File: src/design/apq_params.svh
// Behaviour
// - servo-ready rises two seconds after power-on, never earlier
// - rs232 command: axis byte equals switch value, companion 2Eh minus value
// - rs485: id 0 refused; address 80h+id, axis id, companion 2Eh minus id
// - each low status bit is one while its error is present
// - reply carries single-turn position and multi-turn count as hex
// - encoder clear resets error state and zeroes multi-turn count
// - incremental encoder flags error as soon as clear starts
// - absolute clear completes within about one second
// - alarm forty or cable loss requires re-initialisation
// - battery alarm cleared by alarm-clear input held over 120 ms
// - frames are 8N1; rs232 full duplex, rs485 half duplex
// - baud codes 0..5 pick 2400..57600, latched at power-on only
`ifndef APQ_PARAMS_SVH
`define APQ_PARAMS_SVH
`define APQ_CLK_HZ 100000000
`define APQ_READY_MS 2000
`define APQ_CLEAR_MS 1000
`define APQ_ACLR_MS 120
`define APQ_REPLY_LEN 15
`define APQ_CMD_LEN 3
`define APQ_COMP_BASE 8'h2E
`define APQ_ADDR_BASE 8'h80
`define APQ_CMD_QUERY 8'h41
`define APQ_BAUD_MAX 3'h5
`define APQ_BAUD_DIV0 41667
`define APQ_BAUD_TOP_MUL 24
`endif

File: src/design/apq_pkg.sv
package apq_pkg;
  typedef enum logic [4:0] {
    APQ_IDLE = 5'b00001,
    APQ_RX = 5'b00010,
    APQ_LOAD = 5'b00100,
    APQ_TX = 5'b01000,
    APQ_WAIT = 5'b10000
  } apq_state_t;
endpackage

File: src/design/apq_top.sv
`timescale 1ns/1ps
`include "apq_params.svh"
// absolute position query port: answers one query with a 15-byte reply
module apq_top
  import apq_pkg::*;
#(
  parameter int READY_CYC = `APQ_CLK_HZ / 1000 * `APQ_READY_MS,
  parameter int CLEAR_CYC = `APQ_CLK_HZ / 1000 * `APQ_CLEAR_MS,
  parameter int ACLR_CYC = `APQ_CLK_HZ / 1000 * `APQ_ACLR_MS,
  parameter int BAUD_DIV0 = `APQ_BAUD_DIV0
)
(
  // clock and reset
  input wire logic mclk_i,
  input wire logic rst_b_i,
  // straps sampled once after reset
  input wire logic [3:0] rotary_id_switch_i,
  input wire logic rs485_sel_i,
  input wire logic [2:0] rs232_baud_code_i,
  input wire logic [2:0] rs485_baud_code_i,
  // encoder side
  input wire logic [16:0] single_turn_i,
  input wire logic [7:0] enc_err_i,
  input wire logic rev_up_i,
  input wire logic rev_dn_i,
  input wire logic incremental_i,
  input wire logic clear_req_i,
  input wire logic abs_down_i,
  input wire logic cable_lost_i,
  input wire logic battery_alarm_set_i,
  input wire logic alarm_clear_input_b_i,
  // serial link
  input wire logic rx_i,
  output logic tx_o,
  output logic tx_oe_o,
  // status
  output logic servo_ready_o,
  output logic clear_error_o,
  output logic clear_done_o,
  output logic init_needed_o,
  output logic battery_alarm_o,
  output logic [15:0] multi_turn_o
);
  logic [1:0] rst_sync;
  logic rst_n;
  logic [1:0] rx_s, aclr_s, clr_s;
  logic rx_q;
  // reset release through two flops
  always_ff @(posedge mclk_i or negedge rst_b_i)
  begin
    if (!rst_b_i)
      rst_sync <= 2'b00;
    else
      rst_sync <= {rst_sync[0], 1'b1};
  end
  assign rst_n = rst_sync[1];
  // pin synchronisers; only the second stage is used
  always_ff @(posedge mclk_i or negedge rst_n)
  begin
    if (!rst_n)
    begin
      rx_s <= 2'b11;
      aclr_s <= 2'b11;
      clr_s <= 2'b00;
    end
    else
    begin
      rx_s <= {rx_s[0], rx_i};
      aclr_s <= {aclr_s[0], alarm_clear_input_b_i};
      clr_s <= {clr_s[0], clear_req_i};
    end
  end
  assign rx_q = rx_s[1];

  // strap and timer state
  logic strapped_reg, strapped_next;
  logic [3:0] id_reg, id_next;
  logic mode485_reg, mode485_next;
  logic [15:0] div_reg, div_next;
  logic [31:0] rdy_cnt_reg, rdy_cnt_next;
  logic rdy_reg, rdy_next;
  logic [31:0] clr_cnt_reg, clr_cnt_next;
  logic clr_busy_reg, clr_busy_next, clr_err_reg, clr_err_next, clr_done_reg, clr_done_next;
  logic clr_q_reg, clr_q_next;
  logic [15:0] mt_reg, mt_next;
  logic [7:0] err_mask_reg, err_mask_next;
  logic init_reg, init_next;
  logic [31:0] ac_cnt_reg, ac_cnt_next;
  logic batt_reg, batt_next;
  logic [2:0] code;

  // baud codes 0..4 double 2400 per step, code 5 is 57600
  always_comb
  begin
    strapped_next = 1'b1;
    id_next = id_reg;
    mode485_next = mode485_reg;
    div_next = div_reg;
    code = rs485_sel_i ? rs485_baud_code_i : rs232_baud_code_i;
    if (code > `APQ_BAUD_MAX)
      code = `APQ_BAUD_MAX;
    if (!strapped_reg)
    begin
      id_next = rotary_id_switch_i; // latched only at power-on
      mode485_next = rs485_sel_i;
      if (code == `APQ_BAUD_MAX)
        div_next = 16'(BAUD_DIV0 / `APQ_BAUD_TOP_MUL - 1); // top rate is 24x base, not 32x
      else
        div_next = 16'((BAUD_DIV0 >> code) - 1);
    end
    // ready after two seconds
    rdy_cnt_next = rdy_cnt_reg;
    rdy_next = rdy_reg;
    if (rdy_cnt_reg == 32'(READY_CYC - 1))
      rdy_next = 1'b1;
    else
      rdy_cnt_next = rdy_cnt_reg + 32'h1;
    // encoder clear sequence
    clr_q_next = clr_s[1];
    clr_cnt_next = clr_cnt_reg;
    clr_busy_next = clr_busy_reg;
    clr_err_next = clr_err_reg;
    clr_done_next = clr_done_reg;
    mt_next = mt_reg;
    err_mask_next = err_mask_reg;
    init_next = init_reg | abs_down_i | cable_lost_i;
    if (rev_up_i && !rev_dn_i)
      mt_next = mt_reg + 16'h0001;
    else if (rev_dn_i && !rev_up_i)
      mt_next = mt_reg - 16'h0001;
    if (clr_s[1] && !clr_q_reg && !clr_busy_reg)
    begin
      if (incremental_i)
        clr_err_next = 1'b1;
      else
      begin
        clr_busy_next = 1'b1;
        clr_err_next = 1'b0;
        clr_done_next = 1'b0;
        clr_cnt_next = 32'h0;
      end
    end
    else if (clr_busy_reg)
    begin
      if (clr_cnt_reg == 32'(CLEAR_CYC - 1))
      begin
        clr_busy_next = 1'b0;
        clr_done_next = 1'b1;
        mt_next = 16'h0000;
        err_mask_next = 8'h00;
        init_next = abs_down_i | cable_lost_i;
      end
      else
        clr_cnt_next = clr_cnt_reg + 32'h1;
    end
    // battery alarm, cleared by long low on clear input
    ac_cnt_next = aclr_s[1] ? 32'h0 : ac_cnt_reg;
    batt_next = batt_reg | battery_alarm_set_i;
    if (!aclr_s[1])
    begin
      if (ac_cnt_reg == 32'(ACLR_CYC))
        batt_next = battery_alarm_set_i; // set wins
      else
        ac_cnt_next = ac_cnt_reg + 32'h1;
    end
    // error state latches until an encoder clear; a live error wins over the clear
    err_mask_next = err_mask_next | enc_err_i;
  end

  always_ff @(posedge mclk_i or negedge rst_n)
  begin
    if (!rst_n)
    begin
      strapped_reg <= 1'b0;
      id_reg <= 4'h0;
      mode485_reg <= 1'b0;
      div_reg <= 16'hFFFF;
      rdy_cnt_reg <= 32'h0;
      rdy_reg <= 1'b0;
      clr_cnt_reg <= 32'h0;
      clr_busy_reg <= 1'b0;
      clr_err_reg <= 1'b0;
      clr_done_reg <= 1'b0;
      clr_q_reg <= 1'b0;
      mt_reg <= 16'h0000;
      err_mask_reg <= 8'h00;
      init_reg <= 1'b0;
      ac_cnt_reg <= 32'h0;
      batt_reg <= 1'b0;
    end
    else
    begin
      strapped_reg <= strapped_next;
      id_reg <= id_next;
      mode485_reg <= mode485_next;
      div_reg <= div_next;
      rdy_cnt_reg <= rdy_cnt_next;
      rdy_reg <= rdy_next;
      clr_cnt_reg <= clr_cnt_next;
      clr_busy_reg <= clr_busy_next;
      clr_err_reg <= clr_err_next;
      clr_done_reg <= clr_done_next;
      clr_q_reg <= clr_q_next;
      mt_reg <= mt_next;
      err_mask_reg <= err_mask_next;
      init_reg <= init_next;
      ac_cnt_reg <= ac_cnt_next;
      batt_reg <= batt_next;
    end
  end

  // serial engine
  logic rx_vld, tx_busy, tx_go_reg, tx_go_next, tx_line;
  logic [7:0] rx_dat, tx_dat_reg, tx_dat_next;
  apq_uart u_uart
  (
    .mclk_i(mclk_i),
    .rst_n_i(rst_n),
    .div_i(div_reg),
    .rx_i(rx_q),
    .tx_o(tx_line),
    .rx_vld_o(rx_vld),
    .rx_dat_o(rx_dat),
    .tx_go_i(tx_go_reg),
    .tx_dat_i(tx_dat_reg),
    .tx_busy_o(tx_busy)
  );

  // command match and reply sequencing
  apq_state_t st_reg, st_next;
  logic [1:0] cidx_reg, cidx_next;
  logic [3:0] ridx_reg, ridx_next;
  logic [7:0] sum_reg, sum_next;
  logic [59:0] snap_reg, snap_next;
  logic [7:0] exp_byte, nib;
  logic [7:0] tx_q_reg, tx_oe_reg, cr;

  // expected command bytes per mode
  always_comb
  begin
    exp_byte = `APQ_CMD_QUERY;
    if (cidx_reg == 2'd0)
      exp_byte = mode485_reg ? (`APQ_ADDR_BASE | {4'h0, id_reg}) : {4'h0, id_reg};
    else if (cidx_reg == 2'd1)
      exp_byte = mode485_reg ? {4'h0, id_reg} : `APQ_COMP_BASE - {4'h0, id_reg};
    else if (cidx_reg == 2'd2)
      exp_byte = mode485_reg ? `APQ_COMP_BASE - {4'h0, id_reg} : `APQ_CMD_QUERY;
  end

  // reply: 14 hex characters of status, turns, position, then checksum
  always_comb
  begin
    nib = {4'h0, snap_reg[59:56]};
    cr = (nib < 8'h0A) ? nib + 8'h30 : nib + 8'h37;
    st_next = st_reg;
    cidx_next = cidx_reg;
    ridx_next = ridx_reg;
    sum_next = sum_reg;
    snap_next = snap_reg;
    tx_go_next = 1'b0;
    tx_dat_next = tx_dat_reg;
    case (st_reg)
      APQ_IDLE:
      begin
        cidx_next = 2'd0;
        if (mode485_reg && id_reg == 4'h0)
          st_next = APQ_IDLE; // id 0 never answers on rs485
        else if (rx_vld && rdy_reg)
          st_next = APQ_RX;
      end
      APQ_RX:
      begin
        if (cidx_reg == 2'd0 && rx_dat != exp_byte)
          st_next = APQ_IDLE;
        else
        begin
          st_next = APQ_WAIT;
          if (rx_dat != exp_byte)
            st_next = APQ_IDLE;
          else if (cidx_reg == 2'(`APQ_CMD_LEN - 1))
            st_next = APQ_LOAD;
          cidx_next = cidx_reg + 2'd1;
        end
      end
      APQ_WAIT:
        if (rx_vld)
          st_next = APQ_RX;
      APQ_LOAD:
      begin
        snap_next = {4'h0, err_mask_reg | enc_err_i, mt_reg, 7'h00, single_turn_i, 8'h00};
        ridx_next = 4'h0;
        sum_next = 8'h00;
        st_next = APQ_TX;
      end
      APQ_TX:
        if (!tx_busy && !tx_go_reg)
        begin
          tx_go_next = 1'b1;
          ridx_next = ridx_reg + 4'h1;
          if (ridx_reg == 4'(`APQ_REPLY_LEN - 1))
          begin
            tx_dat_next = 8'h00 - sum_reg; // sum of all 15 becomes zero
            st_next = APQ_IDLE;
          end
          else
          begin
            tx_dat_next = cr;
            sum_next = sum_reg + cr;
            snap_next = {snap_reg[55:0], 4'h0};
          end
        end
      default:
        st_next = APQ_IDLE;
    endcase
  end

  always_ff @(posedge mclk_i or negedge rst_n)
  begin
    if (!rst_n)
    begin
      st_reg <= APQ_IDLE;
      cidx_reg <= 2'd0;
      ridx_reg <= 4'h0;
      sum_reg <= 8'h00;
      snap_reg <= 60'h0;
      tx_go_reg <= 1'b0;
      tx_dat_reg <= 8'h00;
      tx_q_reg <= 8'hFF;
      tx_oe_reg <= 8'h00;
    end
    else
    begin
      st_reg <= st_next;
      cidx_reg <= cidx_next;
      ridx_reg <= ridx_next;
      sum_reg <= sum_next;
      snap_reg <= snap_next;
      tx_go_reg <= tx_go_next;
      tx_dat_reg <= tx_dat_next;
      tx_q_reg <= {7'h7F, tx_line};
      // state term keeps the driver on in the gap between reply bytes
      tx_oe_reg <= {7'h00, !mode485_reg || tx_busy || tx_go_reg || st_reg == APQ_TX}; // half duplex drive
    end
  end

  assign tx_o = tx_q_reg[0];
  assign tx_oe_o = tx_oe_reg[0];
  assign servo_ready_o = rdy_reg;
  assign clear_error_o = clr_err_reg;
  assign clear_done_o = clr_done_reg;
  assign init_needed_o = init_reg;
  assign battery_alarm_o = batt_reg;
  assign multi_turn_o = mt_reg;

  // checks
  property p_ready_late;
    @(posedge mclk_i) disable iff (!rst_n) (rdy_cnt_reg < 32'(READY_CYC - 1)) |-> !rdy_reg;
  endproperty
  a_ready_late: assert property (p_ready_late) else $error("ready too early");
  property p_ready_hold;
    @(posedge mclk_i) disable iff (!rst_n) rdy_reg |=> rdy_reg;
  endproperty
  a_ready_hold: assert property (p_ready_hold) else $error("ready dropped");
  property p_incr_err;
    @(posedge mclk_i) disable iff (!rst_n) (clr_s[1] && !clr_q_reg && !clr_busy_reg && incremental_i) |=> clr_err_reg;
  endproperty
  a_incr_err: assert property (p_incr_err) else $error("no clear error");
  property p_clear_zero;
    @(posedge mclk_i) disable iff (!rst_n) $rose(clr_done_reg) |-> mt_reg == 16'h0000;
  endproperty
  a_clear_zero: assert property (p_clear_zero) else $error("turns not zeroed");
  property p_clear_time;
    @(posedge mclk_i) disable iff (!rst_n) clr_busy_reg |-> clr_cnt_reg < 32'(CLEAR_CYC);
  endproperty
  a_clear_time: assert property (p_clear_time) else $error("clear too long");
  property p_batt_short;
    @(posedge mclk_i) disable iff (!rst_n) (batt_reg && ac_cnt_reg < 32'(ACLR_CYC)) |=> batt_reg;
  endproperty
  a_batt_short: assert property (p_batt_short) else $error("alarm cleared early");
  property p_id0;
    @(posedge mclk_i) disable iff (!rst_n) (mode485_reg && id_reg == 4'h0 && strapped_reg) |-> st_reg == APQ_IDLE;
  endproperty
  a_id0: assert property (p_id0) else $error("id 0 answered");
  property p_init;
    @(posedge mclk_i) disable iff (!rst_n) (abs_down_i && !clr_busy_reg) |=> init_reg;
  endproperty
  a_init: assert property (p_init) else $error("init not flagged");
  c_reply: cover property (@(posedge mclk_i) disable iff (!rst_n) st_reg == APQ_LOAD);
  c_clear: cover property (@(posedge mclk_i) disable iff (!rst_n) $rose(clr_done_reg));
  c_batt: cover property (@(posedge mclk_i) disable iff (!rst_n) $fell(batt_reg));
endmodule

File: src/design/apq_uart.sv
`timescale 1ns/1ps
`include "apq_params.svh"
// 8n1 serial byte engine, divider fixed at power-on
module apq_uart
(
  // clock and reset
  input wire logic mclk_i,
  input wire logic rst_n_i,
  // bit period in clocks, minus one
  input wire logic [15:0] div_i,
  // serial pins, rx already synchronised
  input wire logic rx_i,
  output logic tx_o,
  // byte streams
  output logic rx_vld_o,
  output logic [7:0] rx_dat_o,
  input wire logic tx_go_i,
  input wire logic [7:0] tx_dat_i,
  output logic tx_busy_o
);
  logic [15:0] rcnt_reg, rcnt_next, tcnt_reg, tcnt_next;
  logic [3:0] rbit_reg, rbit_next, tbit_reg, tbit_next;
  logic [8:0] rsh_reg, rsh_next;
  logic [9:0] tsh_reg, tsh_next;
  logic rvld_reg, rvld_next;

  // receiver samples mid-bit; transmitter shifts start, 8 data, stop
  always_comb
  begin
    rcnt_next = rcnt_reg;
    rbit_next = rbit_reg;
    rsh_next = rsh_reg;
    rvld_next = 1'b0;
    tcnt_next = tcnt_reg;
    tbit_next = tbit_reg;
    tsh_next = tsh_reg;
    if (rbit_reg == 4'h0)
    begin
      if (!rx_i)
      begin
        rbit_next = 4'hA;
        rcnt_next = div_i >> 1;
      end
    end
    else if (rcnt_reg != 16'h0000)
      rcnt_next = rcnt_reg - 16'h0001;
    else
    begin
      rcnt_next = div_i;
      rsh_next = {rx_i, rsh_reg[8:1]};
      rbit_next = rbit_reg - 4'h1;
      if (rbit_reg == 4'h1)
        rvld_next = rx_i; // drop frames without stop bit
      if (rbit_reg == 4'hA && rx_i)
        rbit_next = 4'h0; // glitch, not a start bit
    end
    if (tbit_reg == 4'h0)
    begin
      if (tx_go_i)
      begin
        tsh_next = {1'b1, tx_dat_i, 1'b0};
        tbit_next = 4'hA;
        tcnt_next = div_i;
      end
    end
    else if (tcnt_reg != 16'h0000)
      tcnt_next = tcnt_reg - 16'h0001;
    else
    begin
      tcnt_next = div_i;
      tsh_next = {1'b1, tsh_reg[9:1]};
      tbit_next = tbit_reg - 4'h1;
    end
  end

  always_ff @(posedge mclk_i or negedge rst_n_i)
  begin
    if (!rst_n_i)
    begin
      rcnt_reg <= 16'h0000;
      rbit_reg <= 4'h0;
      rsh_reg <= 9'h1FF;
      rvld_reg <= 1'b0;
      tcnt_reg <= 16'h0000;
      tbit_reg <= 4'h0;
      tsh_reg <= 10'h3FF;
    end
    else
    begin
      rcnt_reg <= rcnt_next;
      rbit_reg <= rbit_next;
      rsh_reg <= rsh_next;
      rvld_reg <= rvld_next;
      tcnt_reg <= tcnt_next;
      tbit_reg <= tbit_next;
      tsh_reg <= tsh_next;
    end
  end

  assign tx_o = tsh_reg[0];
  assign rx_vld_o = rvld_reg;
  // start bit has fallen off the bottom, stop bit sits in bit 8
  assign rx_dat_o = rsh_reg[7:0];
  assign tx_busy_o = (tbit_reg != 4'h0);
endmodule

File: config.mk
export PLATFORM = sky130hd
export DESIGN_NAME = apq_top
export DESIGN_NICKNAME = d
export VERILOG_FILES = /design/src/design/apq_pkg.sv /design/src/design/apq_top.sv /design/src/design/apq_uart.sv
export VERILOG_INCLUDE_DIRS = /design/src /design/src/design
export SDC_FILE = /design/constraint.sdc
export NUM_CORES = 1
export LEC_CHECK = 0
export BUFFER_PORTS_ARGS = -buffer_cell sky130_fd_sc_hd__buf_4
export CORE_UTILIZATION = 40
export DETAILED_ROUTE_END_ITERATION = 8
export PLACE_DENSITY = 0.64
export SYNTH_ARGS = -nofsm -noshare
export SYNTH_HDL_FRONTEND = slang
export SYNTH_SLANG_ARGS = --single-unit
File: constraint.sdc
create_clock -name mclk_i -period 8.3 [get_ports mclk_i]
set_input_delay 0.415 -clock mclk_i [delete_from_list [all_inputs] [get_ports mclk_i]]
set_output_delay 0.415 -clock mclk_i [all_outputs]
set_load 0.02 [all_outputs]
Word-level counts from Yosys, hierarchy flattened
Cells that the tools add are included.

Register bits after elaboration: 307. Memories: 0. Word-level logic and storage cells: 211. ROM bits: 0. Memory bits (writable): 0. Input port bits: 47. Output and inout port bits: 23. Latch bits: 0.

Multiply operators: 0. Equal/unequal tests: 27. Add/subtract/negate cells: 17. Magnitude comparators: 2. Shifts and indexed selects: 1. Bitwise operators: 8. Reductions and logical operators: 40. Mux-type cells: 80. Divide/modulo/power cells: 0.

Operators by type and width (number): $mux 32 (7); $mux 16 (12); $mux 60 (2); $pmux 60 s2 (1); $add 32x1->32 const B (3); $mux 8 (12); $sub 16x1->16 const B (3); $mux 5 (8); $eq 32x24->1 const B (1); $eq 32x27->1 const B (1); $eq 32x28->1 const B (1); $mux 4 (8); $reduce_bool 16->1 (2); $mux 10 (3); $pmux 5 s5 (1); $mux 1 (19); $add 16x1->16 const B (1); $ne 2x2->1 const B (8); $or 8x8->8 (2); $pmux 8 s2 (1); $shr 16x3->16 const A (1); $sub 16x2->16 const B (1); $add 4x6->7 const B (2); $logic_not 4->1 (3); 37 further kinds (72).

Logic depth before layout (Yosys ltp)
Gate-level depths: netlist of the first run.

Depth after elaboration: 9. Mapped depth: 12.

Cells and area by module
Synthesis of the first run repeated with hierarchy kept, for this count alone.

Cells, all modules: 1567. Area total of the unflattened synthesis: 15324.7 um2.

Modules (own cells, without submodules): apq_top (area each 11816.3 um2, instances 1, cells each 1184); apq_uart (area each 3508.4 um2, instances 1, cells each 383).

Worst setup path after synthesis of the first run
Ideal clock, no wire load.

Kind: register to register. Start point: reg snap_reg[57]. End point: reg sum_reg[6]. Setup time: 0.122 ns. Arrival time: 2.375 ns. Cell stages (with the launch flop): 11. Path slack: 5.803 ns. Path buffers: 0. Required time: 8.178 ns. Path through: dfrtp_1 o21ai_1 nor2_1 xnor2_1 ha_1 nor2b_1 o21ai_0 a21boi_0 o21a_1 or3_1 a32o_1.

Longest elaborated chain between the ends: 6. Elaborated cells on any way between the ends: 8. Those cells by class: add/sub (3); order compare (1); mux (4).

Ends and longest elaborated chain: from (decl) (RTL line apq_top.sv:234) `logic [59:0] snap_reg, snap_next;`; from (signal assigned) (RTL line apq_top.sv:337) `snap_reg <= snap_next;`; $add 4x6->7 / $lt 4x4->1 (equally long branches) (RTL line apq_top.sv:254) `cr = (nib < 8'h0A) ? nib + 8'h30 : nib + 8'h37;`; $mux 7 * (RTL line apq_top.sv:254); $add 8x7->8 * (RTL line apq_top.sv:308) `sum_next = sum_reg + cr;`; $mux 8 * (RTL line apq_top.sv:300) `` if (ridx_reg == 4'(`APQ_REPLY_LEN - 1)) ``; $mux 8 * (RTL line apq_top.sv:296) `if (!tx_busy && !tx_go_reg)`; $pmux 8 s2 * (RTL line apq_top.sv:262) `case (st_reg)`; to (signal assigned) (RTL line apq_top.sv:336) `sum_reg <= sum_next;`; to (decl) (RTL line apq_top.sv:233) `logic [7:0] sum_reg, sum_next;`.

Mark *: on every way between the ends. The rest lies on a longest branch, timed or not. The select of a mux whose other input is x is not followed. A chain may end at the register's enable or synchronous reset.

Worst setup path in the final report of the first run
Start point: reg u_uart.tbit_reg[0]. End point: reg sum_reg[6].

Longest elaborated chain between the ends: 5.

Ends and longest elaborated chain: from (decl) (RTL line apq_uart.sv:22) `logic [3:0] rbit_reg, rbit_next, tbit_reg, tbit_next;`; from (signal assigned) (RTL line apq_uart.sv:95) `tbit_reg <= tbit_next;`; $reduce_bool 4->1 (RTL line apq_uart.sv:104) `assign tx_busy_o = (tbit_reg != 4'h0);`; $logic_not 1->1 (RTL line apq_top.sv:296); $logic_and 1x1->1 (RTL line apq_top.sv:296); $ne 2x2->1 (no line); $reduce_and 3->1 (no line).

No other way between the ends.

==> results.ini, run 1 <==
[clocking]
clock_sinks = 298
cts_tree = done
clk_latency_ps = 550
cts_made_buffers = 35
cts_root_buf = clkbuf_16
h-tree-depth = 2
post_cts_buffers = 0
path_clk_slew_ps = 60
clockBufferDepth = 3

[routing]
drt-pass1-iter-count = 5
ant_nets = 0
vias_per_cell = 5.42
wire_per_inst_um = 15.1
drc = 0
dr.first_iter.drc_count = 683
via_count = 11836
drt_wl_total_mm = 33.0

[floorplan]
ios = 70
die_w_um = 197
die_y_um = 197
dieArea_um2 = 38800
start_util = 0.405
num_rows = 71
coreArea_um2 = 37600

[setup_path]
crit_fanout = 22
rrSetupSlack_ps = 4510
rr_worst_depth = 7
critPathRequiredTime_ps = 8780
critPathKind = reg2reg
cp-start-kind = flip-flop
cp.arrival_ps = 4270
cp-end-kind = flip-flop

[worst_hold_path]
hold_class = in2reg
holdPathStages = 2

[placement]
gp_congestion = 0.824
place_inst = 2114
portBuffers = 69
dp_hpwl_mm = 21.7
placedInstanceArea_um2 = 16200

[yosys]
synth-edff-count = 0
yosys.area.top_type = dfrtp_1
yosysWarnings = 0
synth_top_area_share = 0.424
synthArstFlopShare = 1.00
synth_xor_area_frac = 0.0593
synthTopCellsByArea = dfrtp_1 42%, dfstp_2 6.9%, nand2_1 5.1%, nor2_1 3.9%, o21ai_0 3.4%
synth_mux_area_frac = 0.0312
synth_area_um2 = 15200
synth_top_family_by_area = simple AND/OR/NAND/NOR gates
synth_cell_types = 78
synth-seq-cells = 298
yosys.area_share.simple = 0.214
synth_ff_type = dfrtp_1
yosysSeqAreaShare = 0.493
synth-compound-area-share = 0.140
synthCells = 1595
yosysMostFrequentCell = dfrtp_1
yosys.area_share.adder = 0.0293
avgSynthCellArea_um2 = 9.54
synth_common_cells = 258 x dfrtp_1, 207 x nand2_1, 159 x nor2_1, 104 x o21ai_0

[sta]
setup-tns-final_ps = 0
slew_headroom = 0.264
period_needed_ps = 3790
drv_slew = 0
rsz0062_at_grt = false
hold_violations = 0
finClkSkew_ps = 23.5
finalSetupViolCount = 0
fin_crit_sh = 0.457
clock.fmax_ghz = 0.264
worst_slew_pin_slew_ps = 1100

[finish]
stdcell_count = 2182
largest_reg_flops = 52
final_cell_area_um2 = 17400
drive_gt1_frac = 0.127
syn2layout_area_growth_pct = 14.2
fin_nets = 1726
diodes = 0

[global_route]
grt_pass1_vias = 11402
overflow = 0
grt_pass1_wl_mm = 56.4
antenna_found_initial = 0
grt_max_degree = 164
grt.total_usage = 0.175

[pwr]
irDropWorstVdd_uv = 188
powerDensity_nw_per_um2 = 224
p_total_mw = 3.90
p_leak_nw = 7.25

[run_status]
outcome = completed

[flow_run]
maxCapViolations = 0

[metal layers]
layer  GRT usage  vias up  wire [um]
met5           0        -          0
met4      0.0591        0        940
met3      0.0331       59       1280
met2       0.280      215      15200
met1       0.240     5791      15500
li1            -     5771          -
[what timing repair did]
action / in CTS / in global routing
hold buffers: 4 / 0
hold endpoints to repair: 5 / 0
gates resized for setup: 0 / 0
[layout make-up]
| class | count | area, um2 |
|---|---|---|
| clock inverters | 9 | 138 |
| repair buffers | 84 | 653 |
| well taps | 511 | 639 |
| flip-flops and latches | 298 | 7510 |
| multi-input cells | 1173 | 7250 |
| fillers | 3568 | 20200 |
| clock buffers | 55 | 1000 |
| inverters | 52 | 195 |
[worst paths after layout]
kind	start	end
min reg2reg	aclr_s[0]	aclr_s[1]
max reg2reg	u_uart.tbit_reg[0]	sum_reg[6]
max in group asynchronous	rst_sync[1]	clr_cnt_reg[23]
min	enc_err_i[6]	err_mask_reg[6]
min in group asynchronous	rst_b_i	rst_sync[1]
max	u_uart.tbit_reg[0]	sum_reg[6]
[cells by family (layout without fill, tap and decap cells)]
logic type / count (synthesis) / count (layout)
adders and majority gates: 35 / 35
other: 1 / 2
AOI/OAI and AO/OA: 328 / 328
and+or+nand+nor: 660 / 660
muxes: 45 / 45
DFF: 298 / 298
buffers and inverters: 125 / 200
xor gates and xnor gates: 103 / 103
[placed cells by master (no fill, tap or decap), types with 6 or more instances in the layout]
cell type and n:
mux2i_1 25, clkbuf_16 35, a21oi_1 48, nand2_1 207, o21a_1 6, nor4b_1 7, o211ai_1 17, or2_2 7
a31oi_1 41, nand3_1 60, nor2_1 158, nor3b_1 8, dfrtp_1 257, a22o_1 17, or3_1 23, nor3_1 29
a21o_1 13, and4_1 11, and2_1 12, nand2b_1 7, clkbuf_1 15, o31ai_1 13, nor4_1 27, xnor2_1 55
xor2_1 48, inv_1 52, mux2_2 20, or4_1 15, nor2b_1 12, dfstp_2 40, buf_4 79, nand4_1 29
o21ai_0 104, ha_1 34, and3_1 23
[power breakdown]
part / switching, mW / leakage (nW) / internal, mW / total [mW]
Sequential: 0.194 / 3.62 / 1.59 / 1.78
Clock: 0.621 / 0.548 / 0.900 / 1.52
Combinational: 0.321 / 3.08 / 0.271 / 0.592
Total: 1.14 / 7.25 / 2.76 / 3.90
[critical path, stage by stage (launching register included)]
cell and delay, ps:
dfrtp_1 400, inv_1 60, ha_1 180, or3b_2 590, nor2_1 620, nand2_1 580, nor2_1 1010, a32o_1 280
[through the flow]
| step | utilization | hold WS (ps) | setup slack [ps] |
|---|---|---|---|
| 2_1_floorplan | - | 119 | 3460 |
| 5_1_grt | 0.463 | 19.4 | 4120 |
| 3_3_place_gp | 0.431 | 199 | 4550 |
| 6_report | 0.463 | 46.5 | 4510 |
| 4_1_cts | 0.463 | 13.5 | 4480 |
| 3_5_place_dp | 0.431 | 199 | 4490 |
No activity file was read; power rests on OpenSTA's default activity.
==> run 2, diff against run 1 <==
--- a/config.mk
+++ b/config.mk
@@ -9,7 +9,7 @@
 export BUFFER_PORTS_ARGS = -buffer_cell sky130_fd_sc_hd__buf_4
 export CORE_UTILIZATION = 40
 export DETAILED_ROUTE_END_ITERATION = 8
-export PLACE_DENSITY = 0.64
+export PLACE_DENSITY = 0.62
 export SYNTH_ARGS = -nofsm -noshare
 export SYNTH_HDL_FRONTEND = slang
 export SYNTH_SLANG_ARGS = --single-unit
==> constraint.sdc (replaced) <==
create_clock -name mclk_i -period 3.5 [get_ports mclk_i]
set_input_delay 0.175 -clock mclk_i [delete_from_list [all_inputs] [get_ports mclk_i]]
set_output_delay 0.175 -clock mclk_i [all_outputs]
set_load 0.02 [all_outputs]
==> results.ini, run 2 (synthesized netlist as in run 1, its figures left out) <==
[routing]
drt_wl_total_mm = 33.8  ; +2.5%
drt-pass1-iter-count = 6  ; +1
dr.first_iter.drc_count = 754  ; +10%
via_count = 11888  ; +0.44%
ant_nets = 0  ; unchanged
drc = 0  ; unchanged
vias_per_cell = 5.33  ; -1.8%
wire_per_inst_um = 15.2  ; +0.22%

[global_route]
grtUsageMet1 = 0.252  ; +0.0127
antenna_found_initial = 0  ; unchanged
met3_usage = 0.0256  ; -0.00751
use_met2 = 0.295  ; +0.0149
grt_pass1_wl_mm = 58.4  ; +3.6%
top_usage_layer = met2
grt.total_usage = 0.181  ; +0.00566
grt_pass1_vias = 11660  ; +2.3%
grt_max_degree = 86  ; -48%
overflow = 0  ; unchanged

[sta]
fin_ws_ps = 278  ; -4230 ps
slew_headroom = 0.313  ; +0.0491
finClkSkew_ps = 22.8  ; -0.695 ps
hold_violations = 0  ; unchanged
finalSetupViolCount = 0  ; unchanged
worst_slew_pin_slew_ps = 1030  ; -69.6 ps
rsz0062_at_grt = false
period_needed_ps = 3220  ; -570 ps
fin_crit_sh = 0.920  ; +0.464
drv_slew = 0  ; unchanged
setup-tns-final_ps = 0  ; unchanged
clock.fmax_ghz = 0.310  ; +18%

[setup_path]
critPathKind = reg2reg
crit_fanout = 10  ; -55%
max_stage_delay_ps = 550  ; -460 ps
critPathRequiredTime_ps = 3910  ; -4870 ps
cp.arrival_ps = 3640  ; -630 ps
crit_chain = nor4b_1 -> nand4_1 -> nor4_1 -> nand3_1 -> a211o_1 -> dlygate4sd3_1
cp-start-kind = flip-flop
rr_worst_depth = 6  ; -1
cp-end-kind = flip-flop
crit_slowest_cell = dlygate4sd3_1

[placement]
placedInstanceArea_um2 = 16300  ; +0.79%
place_inst = 2126  ; +0.57%
dpl_worst_slack_ps = 705  ; -3790 ps
portBuffers = 69  ; unchanged
dp_hpwl_mm = 22.6  ; +4.1%
gp_congestion = 0.853  ; +3.5%

[pwr]
irDropWorstVdd_uv = 346  ; +84%
powerDensity_nw_per_um2 = 527  ; +140%
p_total_mw = 9.45  ; +140%
p_leak_nw = 7.53  ; +3.8%

[floorplan]
num_rows = 71  ; unchanged
ios = 70  ; unchanged
dieArea_um2 = 38800  ; unchanged
die_y_um = 197  ; unchanged
coreArea_um2 = 37600  ; unchanged
start_util = 0.405  ; unchanged
die_w_um = 197  ; unchanged

[finish]
fin_nets = 1774  ; +2.8%
final_cell_mix = 257 x dfrtp_1, 207 x nand2_1, 158 x nor2_1
stdcell_count = 2231  ; +2.2%
final_cell_area_um2 = 17900  ; +3.2%
largest_reg_flops = 52  ; unchanged
syn2layout_area_growth_pct = 17.8
final_common_cell = dfrtp_1
diodes = 0  ; unchanged
drive_gt1_frac = 0.137  ; +0.00916
nFillCells = 3553  ; -0.42%

[clocking]
clockBufferDepth = 3  ; unchanged
cts_root_buf = clkbuf_16
cts_tree = done
post_cts_buffers = 0  ; unchanged
cts_made_buffers = 36  ; +2.9%
clock_sinks = 298  ; unchanged
h-tree-depth = 2  ; unchanged
path_clk_slew_ps = 60  ; about the same
post_cts_resized = 0  ; unchanged
clk_latency_ps = 530  ; -20 ps

[worst_hold_path]
holdPathStages = 3  ; +1
hold_class = in2reg

[run_status]
outcome = completed

[flow_run]
maxCapViolations = 0  ; unchanged

## run 2: area by class of cell
type / instances / area (um2) / share of cell area
Sequential cell: 298 / 7510 / 0.419
Clock inverter: 13 / 126 / 0.00704
Clock buffer: 53 / 1090 / 0.0606
Inverter: 52 / 195 / 0.0109
Timing Repair Buffer: 131 / 1130 / 0.0631
Tap cell: 511 / 639 / 0.0356
Multi-Input combinational cell: 1173 / 7250 / 0.404
## run 2: per-layer routing
layer,vias up,wire length (um)
li1,5898,-
met1,5736,16200
met3,52,1200
met4,0,589
met2,202,15800
met5,-,0
## run 2: final timing paths
kind                                           start              end  slack (ps)
worst min register to register              clr_s[0]         clr_s[1]         350
worst max-delay path                 clr_cnt_reg[29]    init_needed_o         280
max in group asynchronous                rst_sync[1]   ac_cnt_reg[18]        2130
worst min-delay path            rs232_baud_code_i[0]      div_reg[13]          50
min in group asynchronous                rst_sync[1]  multi_turn_o[0]         370
worst max register to register       clr_cnt_reg[29]    init_needed_o         280
## run 2: repair_timing
item	in CTS	in global routing
hold endpoints to repair	38	0
hold buffers	39	0
endpoints found under the setup margin	0	0
## run 2: where the power goes
group	total [mW]	leakage (nW)	switching (mW)	internal [mW]
registers	4.23	3.62	0.466	3.77
clock network	3.77	0.608	1.47	2.31
logic	1.45	3.29	0.776	0.673
total	9.45	7.53	2.71	6.75
## run 2: per-stage QoR
| stage | utilization | hold slack (ps) |
|---|---|---|
| finish | 0.477 | 46.6 |
| global route | 0.477 | 54.4 |
| CTS | 0.477 | 26.8 |
| detailed placement | 0.435 | -39.7 |
| global placement | 0.435 | -40.2 |
| floorplan | - | -121 |
## run 2: worst max-delay path: cells and delay by family (launching register included)
family          cells  cell delay, ps
compound gates      1             430
simple gates        4            1720
flops               1             410
buf+inv             1             550
